**config.mk**
```make
export PLATFORM = sky130hd
export DESIGN_NAME = tuif_top
export DESIGN_NICKNAME = d
export VERILOG_FILES = /design/src/inc/tuif_pkg.sv /design/src/core/tuif_sync.sv /design/src/core/tuif_top.sv
export VERILOG_INCLUDE_DIRS = /design/src /design/src/inc
export SDC_FILE = /design/constraint.sdc
export NUM_CORES = 1
export LEC_CHECK = 0
export BUFFER_PORTS_ARGS = -buffer_cell sky130_fd_sc_hd__buf_2
export CELL_PAD_IN_SITES_DETAIL_PLACEMENT = 1
export CELL_PAD_IN_SITES_GLOBAL_PLACEMENT = 2
export CORE_UTILIZATION = 36
export DETAILED_ROUTE_END_ITERATION = 6
export GPL_TIMING_DRIVEN = 0
export PLACE_DENSITY = 0.77
export SLEW_MARGIN = 5
export SYNTH_ARGS = -nofsm -noshare
export SYNTH_HDL_FRONTEND = slang
export SYNTH_SLANG_ARGS = --single-unit
```
**constraint.sdc**
```tcl
create_clock -name CLK -period 3.2 [get_ports CLK]
set_clock_uncertainty 0.1 [all_clocks]
set_input_delay 0.48 -clock CLK [delete_from_list [all_inputs] [get_ports CLK]]
set_output_delay 0.48 -clock CLK [all_outputs]
set_load 0.005 [all_outputs]
```
**src/inc/tuif_consts.svh**
```systemverilog
/*
  Offsets, fields, reset values and timing counts of the tape unit block.
  Assumes a 50 MHz clock and byte addresses.
*/
`ifndef TUIF_CONSTS_SVH
`define TUIF_CONSTS_SVH

`define TUIF_CLK_MHZ          50

// register byte offsets
`define TUIF_OFS_CTRL         8'h00
`define TUIF_OFS_CMD          8'h04
`define TUIF_OFS_WDATA        8'h08
`define TUIF_OFS_RDATA        8'h0c
`define TUIF_OFS_STATUS       8'h10

// control register fields
`define TUIF_CTRL_FWD         0
`define TUIF_CTRL_REV         1
`define TUIF_CTRL_WSS         2
`define TUIF_CTRL_RAMP        3
`define TUIF_CTRL_DENS_LOW    4
`define TUIF_CTRL_THR_HIGH    5
`define TUIF_CTRL_THR_XLOW    6
`define TUIF_CTRL_AMP_OFF     7
`define TUIF_CTRL_OWN_ADDR    8
`define TUIF_CTRL_W           9
`define TUIF_CTRL_RESET       9'h010

// command register fields
`define TUIF_CMD_REWIND       0
`define TUIF_CMD_OFFLINE      1

// read data register fields
`define TUIF_RD_PAR           8
`define TUIF_RD_PERR          9
`define TUIF_RD_VALID         10
`define TUIF_RD_OVR           11

// status fields
`define TUIF_ST_END_FLT       11
`define TUIF_ST_WR_BUSY       12
`define TUIF_ST_CMD_BUSY      13
`define TUIF_ST_WR_DROP       14
`define TUIF_ST_SELECTED      15

// times in ns and their cycle counts
`define TUIF_WR_SETUP_NS      500
`define TUIF_WR_PULSE_NS      1000
`define TUIF_WR_HOLD_NS       500
`define TUIF_CMD_PULSE_NS     1000
`define TUIF_END_FILT_NS      10000
`define TUIF_WR_SETUP_CYC     ((`TUIF_WR_SETUP_NS * `TUIF_CLK_MHZ + 999) / 1000)
`define TUIF_WR_PULSE_CYC     ((`TUIF_WR_PULSE_NS * `TUIF_CLK_MHZ + 999) / 1000)
`define TUIF_WR_HOLD_CYC      ((`TUIF_WR_HOLD_NS * `TUIF_CLK_MHZ + 999) / 1000)
`define TUIF_CMD_PULSE_CYC    ((`TUIF_CMD_PULSE_NS * `TUIF_CLK_MHZ + 999) / 1000)
`define TUIF_END_FILT_CYC     ((`TUIF_END_FILT_NS * `TUIF_CLK_MHZ + 999) / 1000)

`endif

```
**src/inc/tuif_pkg.sv**
```systemverilog
/*
  Types of the tape unit interface block.
  Assumes tuif_consts.svh.
*/
`include "tuif_consts.svh"

package tuif_pkg;

  typedef enum logic [1:0]
  {
    TUIF_WR_IDLE  = 2'h0,
    TUIF_WR_SETUP = 2'h1,
    TUIF_WR_PULSE = 2'h3,
    TUIF_WR_HOLD  = 2'h2
  } tuif_wr_e;

  typedef struct packed
  {
    logic       ready_n;
    logic       unit_online_n;
    logic       unit_rewinding_n;
    logic       write_protected_n;
    logic       at_load_point_n;
    logic       tape_end_marker_n;
    logic       encoding_type;
    logic       head_stack;
    logic       speed;
    logic       track_count;
    logic       density_indicator;
    logic       read_char_strobe_n;
    logic       read_parity_bit_n;
    logic [7:0] read_bit_lines_n;
    logic       formatter_select;
    logic       unit_select_addr_a;
    logic       unit_select_addr_b;
  } tuif_pins_s;

  typedef struct packed
  {
    logic [`TUIF_CTRL_W-1:0] ctrl;
    tuif_wr_e                wr_st;
    logic [15:0]             wr_cnt;
    logic [7:0]              wr_lines_n;
    logic                    wr_par_n;
    logic                    wr_strobe_n;
    logic                    wr_drop;
    logic [15:0]             cmd_cnt;
    logic [1:0]              cmd_pulse;
    logic [15:0]             end_cnt;
    logic                    end_flt;
    logic                    rds_prev;
    logic [8:0]              rd_hold_n;
    logic [7:0]              rd_data;
    logic                    rd_par;
    logic                    rd_perr;
    logic                    rd_valid;
    logic                    rd_ovr;
    logic [3:0]              sel_n;
    logic [31:0]             rdata;
  } tuif_state_s;

endpackage
```
**src/core/tuif_sync.sv**
```systemverilog
/*
  Two flip-flop synchroniser for a bundle of pin levels.
  Assumes levels or strobes of several clocks.
*/
`timescale 1ns/1ns
`default_nettype none

module tuif_sync
#(
  parameter int W = 24
)
(
  input  wire logic         CLK,
  input  wire logic         RST_N,
  input  wire logic [W-1:0] D,
  output var  logic [W-1:0] Q
);

  typedef struct packed
  {
    logic [W-1:0] meta;
    logic [W-1:0] sync;
  } tuif_sync_s;

  tuif_sync_s state_ff;
  tuif_sync_s nxt_state;

  always_comb
  begin
    nxt_state.meta = D;
    nxt_state.sync = state_ff.meta;
  end

  always_ff @(posedge CLK or negedge RST_N)
  begin
    if (!RST_N)
      state_ff <= '1;
    else
      state_ff <= nxt_state;
  end

  assign Q = state_ff.sync;

endmodule

`default_nettype wire

```
**src/core/tuif_top.sv**
```systemverilog
/*
  Formatter side of the link to up to four tape units, behind a register port.
  Assumes unit pins asynchronous to CLK and a master that never drives both strobes.
*/
// Our own choices: the register addresses and the plain strobed port.
`timescale 1ns/1ns
`default_nettype none
`include "tuif_consts.svh"

// Rules of the tape unit link, for this block and for the unit
// write status set low: unit drops to read mode within 20 us.
// unit then stays in read mode until next motion command.
// offline pulse reaches a rewinding, not-ready unit.
// rewrite ramp level: unit ramps write current, cuts it after record.
// density out low picks high density or PE, high low density or NRZI.
// first threshold low gives high read threshold.
// second threshold low gives extra-low read threshold.
// falling amplifier shut-off starts early write/erase current turn-off.
// amplifier shut-off also makes the unit emit the longitudinal check char.
// write lines still through each strobe, one strobe per character.
// odd write parity; line 0 msb for nine tracks, line 2 for seven.
// write data line low for one, high for zero.
// unit shows ready low only when loaded, not rewinding, online.
// unit not ready about half a second after load point or rewind.
// unit holds rewinding low for the whole rewind.
// load point low only at reflector after load or rewind.
// tape end level is noisy: filtered, never edge-trusted.
// write protected low when no write ring fitted.
// unit reports its type as static levels.
// read character captured on rising trailing edge of read strobe.
// read parity and data lines low for one; mapping as on write.
// answers as formatter 1 when select low, formatter 0 when high.
// two unit address levels decode to one of four units.
// high/high unit 0, high/low 1, low/high 2, low/low 3.
// one select line, gated by own address, picks the unit.
// read strobe and status pass two flip-flops; edge found after.
module tuif_top
  import tuif_pkg::*;
(
  input  wire logic        CLK,
  input  wire logic        RST_N,
  input  wire logic [7:0]  REG_ADDR,
  input  wire logic [31:0] REG_WDATA,
  input  wire logic        REG_WR,
  input  wire logic        REG_RD,
  output var  logic [31:0] REG_RDATA,
  input  wire logic        READY_N,
  input  wire logic        UNIT_ONLINE_N,
  input  wire logic        UNIT_REWINDING_N,
  input  wire logic        WRITE_PROTECTED_N,
  input  wire logic        AT_LOAD_POINT_N,
  input  wire logic        TAPE_END_MARKER_N,
  input  wire logic        ENCODING_TYPE,
  input  wire logic        HEAD_STACK,
  input  wire logic        SPEED,
  input  wire logic        TRACK_COUNT,
  input  wire logic        DENSITY_INDICATOR,
  input  wire logic        READ_CHAR_STROBE_N,
  input  wire logic        READ_PARITY_BIT_N,
  input  wire logic [7:0]  READ_BIT_LINES_N,
  input  wire logic        FORMATTER_SELECT,
  input  wire logic        UNIT_SELECT_ADDR_A,
  input  wire logic        UNIT_SELECT_ADDR_B,
  output var  logic        FORWARD_MOTION_LEVEL_N,
  output var  logic        REVERSE_MOTION_LEVEL_N,
  output var  logic        WRITE_STATUS_SET_N,
  output var  logic        REWRITE_CURRENT_RAMP_N,
  output var  logic        DENSITY_CHOICE_OUT,
  output var  logic        HIGH_READ_THRESHOLD_N,
  output var  logic        EXTRA_LOW_READ_THRESHOLD_N,
  output var  logic        WRITE_AMP_SHUTOFF_N,
  output var  logic        REWIND_PULSE_N,
  output var  logic        GO_OFFLINE_PULSE_N,
  output var  logic        WRITE_CHAR_STROBE_N,
  output var  logic        WRITE_PARITY_BIT_N,
  output var  logic [7:0]  WRITE_BIT_LINES_N,
  output var  logic [3:0]  UNIT_SELECT_LINES_N
);

  ////////////////////////////////////////////////////////////////////////////
  // helpers

  // odd parity; seven-track uses bits 5:0
  function automatic logic odd_par(input logic [7:0] d, input logic seven);
    logic [7:0] m;
    m = seven ? {2'h0, d[5:0]} : d;
    return ~^m;
  endfunction

  // line i carries bit 7-i, so line 0 is the msb
  function automatic logic [7:0] to_lines(input logic [7:0] d);
    logic [7:0] r;
    for (int i = 0; i < 8; i++)
      r[i] = d[7-i];
    return r;
  endfunction

  ////////////////////////////////////////////////////////////////////////////
  // pin synchronisers

  tuif_pins_s  pins;
  logic [23:0] pins_raw;
  logic [23:0] pins_q;

  assign pins_raw = {READY_N, UNIT_ONLINE_N, UNIT_REWINDING_N, WRITE_PROTECTED_N,
                     AT_LOAD_POINT_N, TAPE_END_MARKER_N, ENCODING_TYPE, HEAD_STACK,
                     SPEED, TRACK_COUNT, DENSITY_INDICATOR, READ_CHAR_STROBE_N,
                     READ_PARITY_BIT_N, READ_BIT_LINES_N, FORMATTER_SELECT,
                     UNIT_SELECT_ADDR_A, UNIT_SELECT_ADDR_B};

  tuif_sync
  #(
    .W (24)
  )
  u_sync
  (
    .CLK   (CLK),
    .RST_N (RST_N),
    .D     (pins_raw),
    .Q     (pins_q)
  );

  assign pins = tuif_pins_s'(pins_q);

  ////////////////////////////////////////////////////////////////////////////
  // state

  tuif_state_s state_ff;
  tuif_state_s nxt_state;

  logic        seven;
  logic        wr_hit;
  logic        rd_hit;
  logic        rds_rise;
  logic [7:0]  wr_char;
  logic [7:0]  rd_char;
  logic        match;
  logic [1:0]  unit_idx;
  logic [31:0] status_word;

  always_comb
  begin
    nxt_state   = state_ff;
    seven       = ~pins.track_count;
    wr_hit      = 1'b0;
    rd_hit      = 1'b0;
    rds_rise    = 1'b0;
    wr_char     = 8'h00;
    rd_char     = 8'h00;
    match       = 1'b0;
    unit_idx    = 2'h0;
    status_word = 32'h0000_0000;

    // synchronised unit levels
    status_word[10:0] = {pins.ready_n, pins.unit_online_n, pins.unit_rewinding_n,
                         pins.write_protected_n, pins.at_load_point_n,
                         pins.tape_end_marker_n, pins.encoding_type, pins.head_stack,
                         pins.speed, pins.track_count, pins.density_indicator};
    status_word[`TUIF_ST_END_FLT]  = state_ff.end_flt;
    status_word[`TUIF_ST_WR_BUSY]  = (state_ff.wr_st != TUIF_WR_IDLE);
    status_word[`TUIF_ST_CMD_BUSY] = (state_ff.cmd_cnt != 16'h0000);
    status_word[`TUIF_ST_WR_DROP]  = state_ff.wr_drop;
    status_word[`TUIF_ST_SELECTED] = ~&state_ff.sel_n;

    //////////////////////////////////////////////////////////////////////////
    // register port: read data only in the cycle after the read strobe

    nxt_state.rdata = 32'h0000_0000;
    if (REG_RD)
    begin
      if (REG_ADDR == `TUIF_OFS_CTRL)
        nxt_state.rdata = {23'h0, state_ff.ctrl};
      else if (REG_ADDR == `TUIF_OFS_RDATA)
      begin
        rd_hit                             = 1'b1;
        nxt_state.rdata[7:0]               = state_ff.rd_data;
        nxt_state.rdata[`TUIF_RD_PAR]      = state_ff.rd_par;
        nxt_state.rdata[`TUIF_RD_PERR]     = state_ff.rd_perr;
        nxt_state.rdata[`TUIF_RD_VALID]    = state_ff.rd_valid;
        nxt_state.rdata[`TUIF_RD_OVR]      = state_ff.rd_ovr;
      end
      else if (REG_ADDR == `TUIF_OFS_STATUS)
        nxt_state.rdata = status_word;
    end

    if (REG_WR)
    begin
      if (REG_ADDR == `TUIF_OFS_CTRL)
        nxt_state.ctrl = REG_WDATA[`TUIF_CTRL_W-1:0];
      else if (REG_ADDR == `TUIF_OFS_CMD)
      begin
        // no ready gating: offline must reach a rewinding unit
        if (state_ff.cmd_cnt == 16'h0000 && REG_WDATA[1:0] != 2'h0)
        begin
          nxt_state.cmd_pulse = REG_WDATA[1:0];
          nxt_state.cmd_cnt   = 16'(`TUIF_CMD_PULSE_CYC);
        end
      end
      else if (REG_ADDR == `TUIF_OFS_WDATA)
        wr_hit = 1'b1;
      else if (REG_ADDR == `TUIF_OFS_STATUS)
      begin
        if (REG_WDATA[`TUIF_ST_WR_DROP])
          nxt_state.wr_drop = 1'b0;
      end
    end

    //////////////////////////////////////////////////////////////////////////
    // command pulses, fixed width

    if (state_ff.cmd_cnt != 16'h0000)
    begin
      nxt_state.cmd_cnt = state_ff.cmd_cnt - 16'h0001;
      if (state_ff.cmd_cnt == 16'h0001)
        nxt_state.cmd_pulse = 2'h0;
    end

    //////////////////////////////////////////////////////////////////////////
    // write character sequencer: lines settle, strobe low, lines held

    if (state_ff.wr_cnt != 16'h0000)
      nxt_state.wr_cnt = state_ff.wr_cnt - 16'h0001;

    case (state_ff.wr_st)
      TUIF_WR_IDLE:
      begin
        if (wr_hit)
        begin
          wr_char              = seven ? {2'h0, REG_WDATA[5:0]} : REG_WDATA[7:0];
          nxt_state.wr_lines_n = ~to_lines(wr_char);
          nxt_state.wr_par_n   = ~odd_par(wr_char, seven);
          nxt_state.wr_cnt     = 16'(`TUIF_WR_SETUP_CYC - 1);
          nxt_state.wr_st      = TUIF_WR_SETUP;
        end
      end
      TUIF_WR_SETUP:
      begin
        if (state_ff.wr_cnt == 16'h0000)
        begin
          nxt_state.wr_strobe_n = 1'b0;
          nxt_state.wr_cnt      = 16'(`TUIF_WR_PULSE_CYC - 1);
          nxt_state.wr_st       = TUIF_WR_PULSE;
        end
      end
      TUIF_WR_PULSE:
      begin
        if (state_ff.wr_cnt == 16'h0000)
        begin
          nxt_state.wr_strobe_n = 1'b1;
          nxt_state.wr_cnt      = 16'(`TUIF_WR_HOLD_CYC - 1);
          nxt_state.wr_st       = TUIF_WR_HOLD;
        end
      end
      TUIF_WR_HOLD:
      begin
        // lines held so the unit latches a still char
        if (state_ff.wr_cnt == 16'h0000)
          nxt_state.wr_st = TUIF_WR_IDLE;
      end
      default:
      begin
        nxt_state.wr_st       = TUIF_WR_IDLE;
        nxt_state.wr_strobe_n = 1'b1;
      end
    endcase

    // a character offered while busy is dropped and flagged
    if (wr_hit && state_ff.wr_st != TUIF_WR_IDLE)
      nxt_state.wr_drop = 1'b1;

    //////////////////////////////////////////////////////////////////////////
    // tape end filter: believe only a steady level

    if (pins.tape_end_marker_n == ~state_ff.end_flt)
      nxt_state.end_cnt = 16'h0000;
    else if (state_ff.end_cnt == 16'(`TUIF_END_FILT_CYC - 1))
    begin
      nxt_state.end_flt = ~pins.tape_end_marker_n;
      nxt_state.end_cnt = 16'h0000;
    end
    else
      nxt_state.end_cnt = state_ff.end_cnt + 16'h0001;

    //////////////////////////////////////////////////////////////////////////
    // read characters: hold lines while strobe low, commit on its rise

    nxt_state.rds_prev = pins.read_char_strobe_n;
    rds_rise           = pins.read_char_strobe_n & ~state_ff.rds_prev;
    if (!pins.read_char_strobe_n)
      nxt_state.rd_hold_n = {pins.read_parity_bit_n, pins.read_bit_lines_n};

    // reading clears valid and overrun; a new character in the same cycle wins
    if (rd_hit)
    begin
      nxt_state.rd_valid = 1'b0;
      nxt_state.rd_ovr   = 1'b0;
    end
    if (rds_rise)
    begin
      rd_char = to_lines(~state_ff.rd_hold_n[7:0]);
      if (seven)
        rd_char[7:6] = 2'h0;
      nxt_state.rd_data  = rd_char;
      nxt_state.rd_par   = ~state_ff.rd_hold_n[8];
      nxt_state.rd_perr  = (~state_ff.rd_hold_n[8]) != odd_par(rd_char, seven);
      nxt_state.rd_valid = 1'b1;
      if (state_ff.rd_valid && !rd_hit)
        nxt_state.rd_ovr = 1'b1;
    end

    //////////////////////////////////////////////////////////////////////////
    // unit select: address held still by the controller

    match    = pins.formatter_select ^ state_ff.ctrl[`TUIF_CTRL_OWN_ADDR];
    unit_idx = {~pins.unit_select_addr_a, ~pins.unit_select_addr_b};
    if (match)
      nxt_state.sel_n = ~(4'h1 << unit_idx);
    else
      nxt_state.sel_n = 4'hf;
  end

  always_ff @(posedge CLK or negedge RST_N)
  begin
    if (!RST_N)
    begin
      state_ff             <= '0;
      state_ff.ctrl        <= `TUIF_CTRL_RESET;
      state_ff.wr_st       <= TUIF_WR_IDLE;
      state_ff.wr_lines_n  <= 8'hff;
      state_ff.wr_par_n    <= 1'b1;
      state_ff.wr_strobe_n <= 1'b1;
      state_ff.rds_prev    <= 1'b1;
      state_ff.rd_hold_n   <= 9'h1ff;
      state_ff.sel_n       <= 4'hf;
    end
    else
      state_ff <= nxt_state;
  end

  ////////////////////////////////////////////////////////////////////////////
  // outputs, all straight from the state register

  assign REG_RDATA                  = state_ff.rdata;
  assign FORWARD_MOTION_LEVEL_N     = ~state_ff.ctrl[`TUIF_CTRL_FWD];
  assign REVERSE_MOTION_LEVEL_N     = ~state_ff.ctrl[`TUIF_CTRL_REV];
  assign WRITE_STATUS_SET_N         = ~state_ff.ctrl[`TUIF_CTRL_WSS];
  assign REWRITE_CURRENT_RAMP_N     = ~state_ff.ctrl[`TUIF_CTRL_RAMP];
  assign DENSITY_CHOICE_OUT         = state_ff.ctrl[`TUIF_CTRL_DENS_LOW];
  assign HIGH_READ_THRESHOLD_N      = ~state_ff.ctrl[`TUIF_CTRL_THR_HIGH];
  assign EXTRA_LOW_READ_THRESHOLD_N = ~state_ff.ctrl[`TUIF_CTRL_THR_XLOW];
  assign WRITE_AMP_SHUTOFF_N        = ~state_ff.ctrl[`TUIF_CTRL_AMP_OFF];
  assign REWIND_PULSE_N             = ~state_ff.cmd_pulse[`TUIF_CMD_REWIND];
  assign GO_OFFLINE_PULSE_N         = ~state_ff.cmd_pulse[`TUIF_CMD_OFFLINE];
  assign WRITE_CHAR_STROBE_N        = state_ff.wr_strobe_n;
  assign WRITE_PARITY_BIT_N         = state_ff.wr_par_n;
  assign WRITE_BIT_LINES_N          = state_ff.wr_lines_n;
  assign UNIT_SELECT_LINES_N        = state_ff.sel_n;

endmodule

`default_nettype wire

```
==> summary.md <==
| Metric | Value |
|---|---|
| Main combinational cell family by area after synthesis | simple AND/OR/NAND/NOR gates |
| Std cell rows | 50 |
| Clk sinks | 163 |
| Post-Synth Simple-Gate Area | 0.174 |
| Compound-cell area share of the yosys netlist | 0.0610 |
| Req. time, crit path | 3.38 ns |
| Initial DRT Pass Iterations | 4 |
| Gate Count Post-Synth | 624 |
| Post-synthesis mux area share | 0.0304 |
| Slowest stage delay, CP | 0.46 ns |
| Switching Power | 1.52 mW |
| Ports | 124 |
| Filler instances | 2121 |
| Worst path arrival time | 3.13 ns |
| Final setup viols | 0 |
| Relative slew slack | 0.482 |
| CTS root buf | clkbuf_16 |
| Via count | 4718 |
| Syn_area_per_cell | 11.2 um2 |
| Seq pwr share | 0.487 |
| # H-tree levels | 4 |
| Resize count post-CTS | 0 |
| Register area share after synthesis | 0.597 |
| Clk pwr share | 0.391 |
| Largest net degree at the start of global routing | 108 |
| Combinational power share | 0.122 |
| Core ar. | 18900 um2 |
| Most numerous cell on the critical path | ha_1 |
| Main synth FF type | dfrtp_1 |
| Commonest cells after routing, fill and taps aside | 90 x dfrtp_1, 86 x buf_2, 73 x dfstp_2, 62 x nand2_1, 60 x nor2_1 |
| Hold Path Class | in2reg |
| Cell area power density | 615 nW/um2 |
| Initial antenna violation count | 2 |
| Die W | 141 um |
| Slowest stage cell, crit path | or3b_2 |
| Crit path kind | reg2reg |
| Final Util | 0.448 |
| Final min period | 2.96 ns |
| Starting density of the core | 0.370 |
| Number of DRC markers in iteration 0 | 167 |
| Layout cells sized above 1 | 0.354 |
| Die area | 20000 um2 |
| Switching Fraction | 0.293 |
| CTS tree | built |
| Input/output buffers | 85 |
| Peak Freq | 338 MHz |
| Crit-path max FO | 9 |
| Max cap viols | 0 |
| Cell Area, Synth | 6990 um2 |
| DP Wirelength | 11300 um |
| Post-synth EDFFs | 0 |
| Leakage | 3.83 nW |
| Height of the die | 141 um |
| Wire length of the first global-routing pass | 25800 um |
| RSZ-0062 raised after global routing | no |
| Clock Pin Slew Worst Setup and Hold Paths | 0.07 ns |
| Worst-Skew Late Latency | 0.43 ns |
| Hold Slack | 0.0428 ns |
| Placer Congestion | 0.811 |
| CTS buffer count | 17 |
| Global-route congestion overflow total | 0 |
| GRT Total Usage | 0.167 |
| Synth-to-Final Area Change | 21.0% |
| Cell breakdown of the critical path | inv_1 -> ha_1 -> or3b_2 -> clkbuf_1 -> nor4_4 -> nand2_2 -> ha_1 -> nand2_1 -> o21ai_0 -> a21oi_1 -> nor2_1 |
| Via density | 4.63 |
| Hold Violations, Final | 0 |
| Reg area | 4170 um2 |
| Flops & latches, synth | 163 |
| Post-Synth Adder-Cell Area | 0.0143 |
| WL/cell | 15.1 um |
| Synth warn | 0 |
| Vias in the first global route | 5099 |
| Clk buf depth | 2 |
| Netlist cell types | 54 |
| XOR/XNOR share of the synthesized area | 0.0551 |
| Setup crit end kind | register |
| Worst Tran Pin Value | 0.771 ns |
| Multi-input logic area | 2400 um2 |
| Commonest non-fill, non-tap cell in the layout | dfrtp_1 |
| Final period util | 0.924 |
| Async S/R FF share, synth | 1.00 |
| Routed Antenna Nets | 0 |
| Fin nets | 821 |
| Power Internal | 3.67 mW |
| Routed WL | 15400 um |
| Max-slew violations | 0 |
| Drt drc | 0 |
| Worst vdd ir | 0.000388 V |
| Postcts setup bufs | 0 |
| Status | finished clean |
| Crit start category | register |
[path summary, 6_finish.rpt]
path	start	endpoint	slack, ns	cells past startpoint
min reg2reg	u_sync.nxt_state[23]	u_sync.Q[23]	0.25	0
max	state_ff[104]	state_ff[104]	0.24	11
min in group asynchronous	RST_N	state_ff[118]	0.46	2
max in group asynchronous	RST_N	u_sync.Q[22]	1.68	3
max reg2reg	state_ff[104]	state_ff[104]	0.24	11
min	READ_BIT_LINES_N[4]	u_sync.nxt_state[7]	0.04	1
[cell families after synthesis]
group / count (synthesis)
AO/OA/AOI/OAI: 68
XOR/XNOR: 44
adder cells (fa/ha/maj): 8
buffers and inverters: 81
flip-flops: 163
multiplexers: 19
other: 1
AND/OR/NAND/NOR: 240
[through the flow]
stage / power [mW] / cells / setup TNS, ns / cell area (um2) / worst slack, ns
after floorplan: 2.95 / 639 / 0 / 7050 / 0.677
after global placement: 3.15 / 984 / -70.09 / 7800 / -0.798
after detailed placement: 3.20 / 985 / 0 / 7830 / 0.231
after CTS: 5.28 / 1018 / 0 / 8450 / 0.195
after global routing: 5.46 / 1019 / 0 / 8450 / 0.0451
final: 5.20 / 1020 / 0 / 8460 / 0.244
[final cells by class]
type	count	area share
tap	260	0.0385
timing repair buffer	87	0.0559
clock buffer	17	0.0503
sequential	163	0.493
antenna	2	0.000592
multi-input combinational	395	0.284
clock inverter	15	0.0215
inverter	21	0.00932
buffer	60	0.0465
[power by group through the flow]
stage / Combinational [mW] / Sequential [mW] / Clock, mW
after floorplan: 0.444 / 2.50 / 0
after global placement: 0.600 / 2.55 / 0
after detailed placement: 0.634 / 2.56 / 0
after CTS: 0.646 / 2.53 / 2.10
after global routing: 0.718 / 2.57 / 2.18
final: 0.633 / 2.53 / 2.03
[critical path: cells and delay by family, from the launching register on]
kind / cells / cell delay (ns)
and+or+nand+nor: 5 / 1.17
DFF: 1 / 0.43
buffers and inverters: 2 / 0.33
adders and majority gates: 2 / 0.49
AOI/OAI and AO/OA: 2 / 0.28
[sequential cells by signal, summed over array words and instances, names as in the netlist]
register / flops
UNIT_SELECT_LINES_N: 4
DENSITY_CHOICE_OUT: 1
REG_RDATA: 16
u_sync.nxt_state: 24
state_ff: 84
WRITE_CHAR_STROBE_N: 1
u_sync.Q: 24
WRITE_PARITY_BIT_N: 1
WRITE_BIT_LINES_N: 8
[metal layers]
metal	vias up	GRT usage	part of all wire
met1	2345	0.203	0.43
met3	16	0.0361	0.028
met2	60	0.290	0.52
li1	2297	-	-
met5	-	0	0
met4	0	0.0635	0.018
[what timing repair did]
action / in CTS / in global routing
endpoints found under the setup margin: 0 / 1
hold endpoints to repair: 41 / 0
hold buffers: 1 / 0
[cells in the mapped netlist (all sizes together), types with 3 or more instances]
| library cell | count | area [um2] |
|---|---|---|
| a22oi | 13 | 97.6 |
| xnor2 | 23 | 201 |
| mux2 | 15 | 173 |
| nor2b | 7 | 43.8 |
| o21ai | 29 | 145 |
| inv | 21 | 78.8 |
| nor4 | 14 | 109 |
| or4 | 6 | 52.6 |
| nor2 | 62 | 248 |
| and3 | 4 | 25.0 |
| nand3 | 13 | 70.1 |
| ha | 8 | 100 |
| nor3 | 28 | 140 |
| o31ai | 4 | 35.0 |
| xor2 | 21 | 184 |
| nand2 | 63 | 239 |
| buf | 46 | 340 |
| a21oi | 10 | 50.1 |
| nand4 | 8 | 50.1 |
| or2 | 5 | 33.8 |
| clkbuf | 14 | 52.6 |
| dfstp | 73 | 1920 |
| or3 | 7 | 43.8 |
| nor3b | 3 | 22.5 |
| dfrtp | 90 | 2250 |
| nand2b | 13 | 81.3 |
| mux2i | 4 | 40.0 |
(Power assumes the default switching activity.)
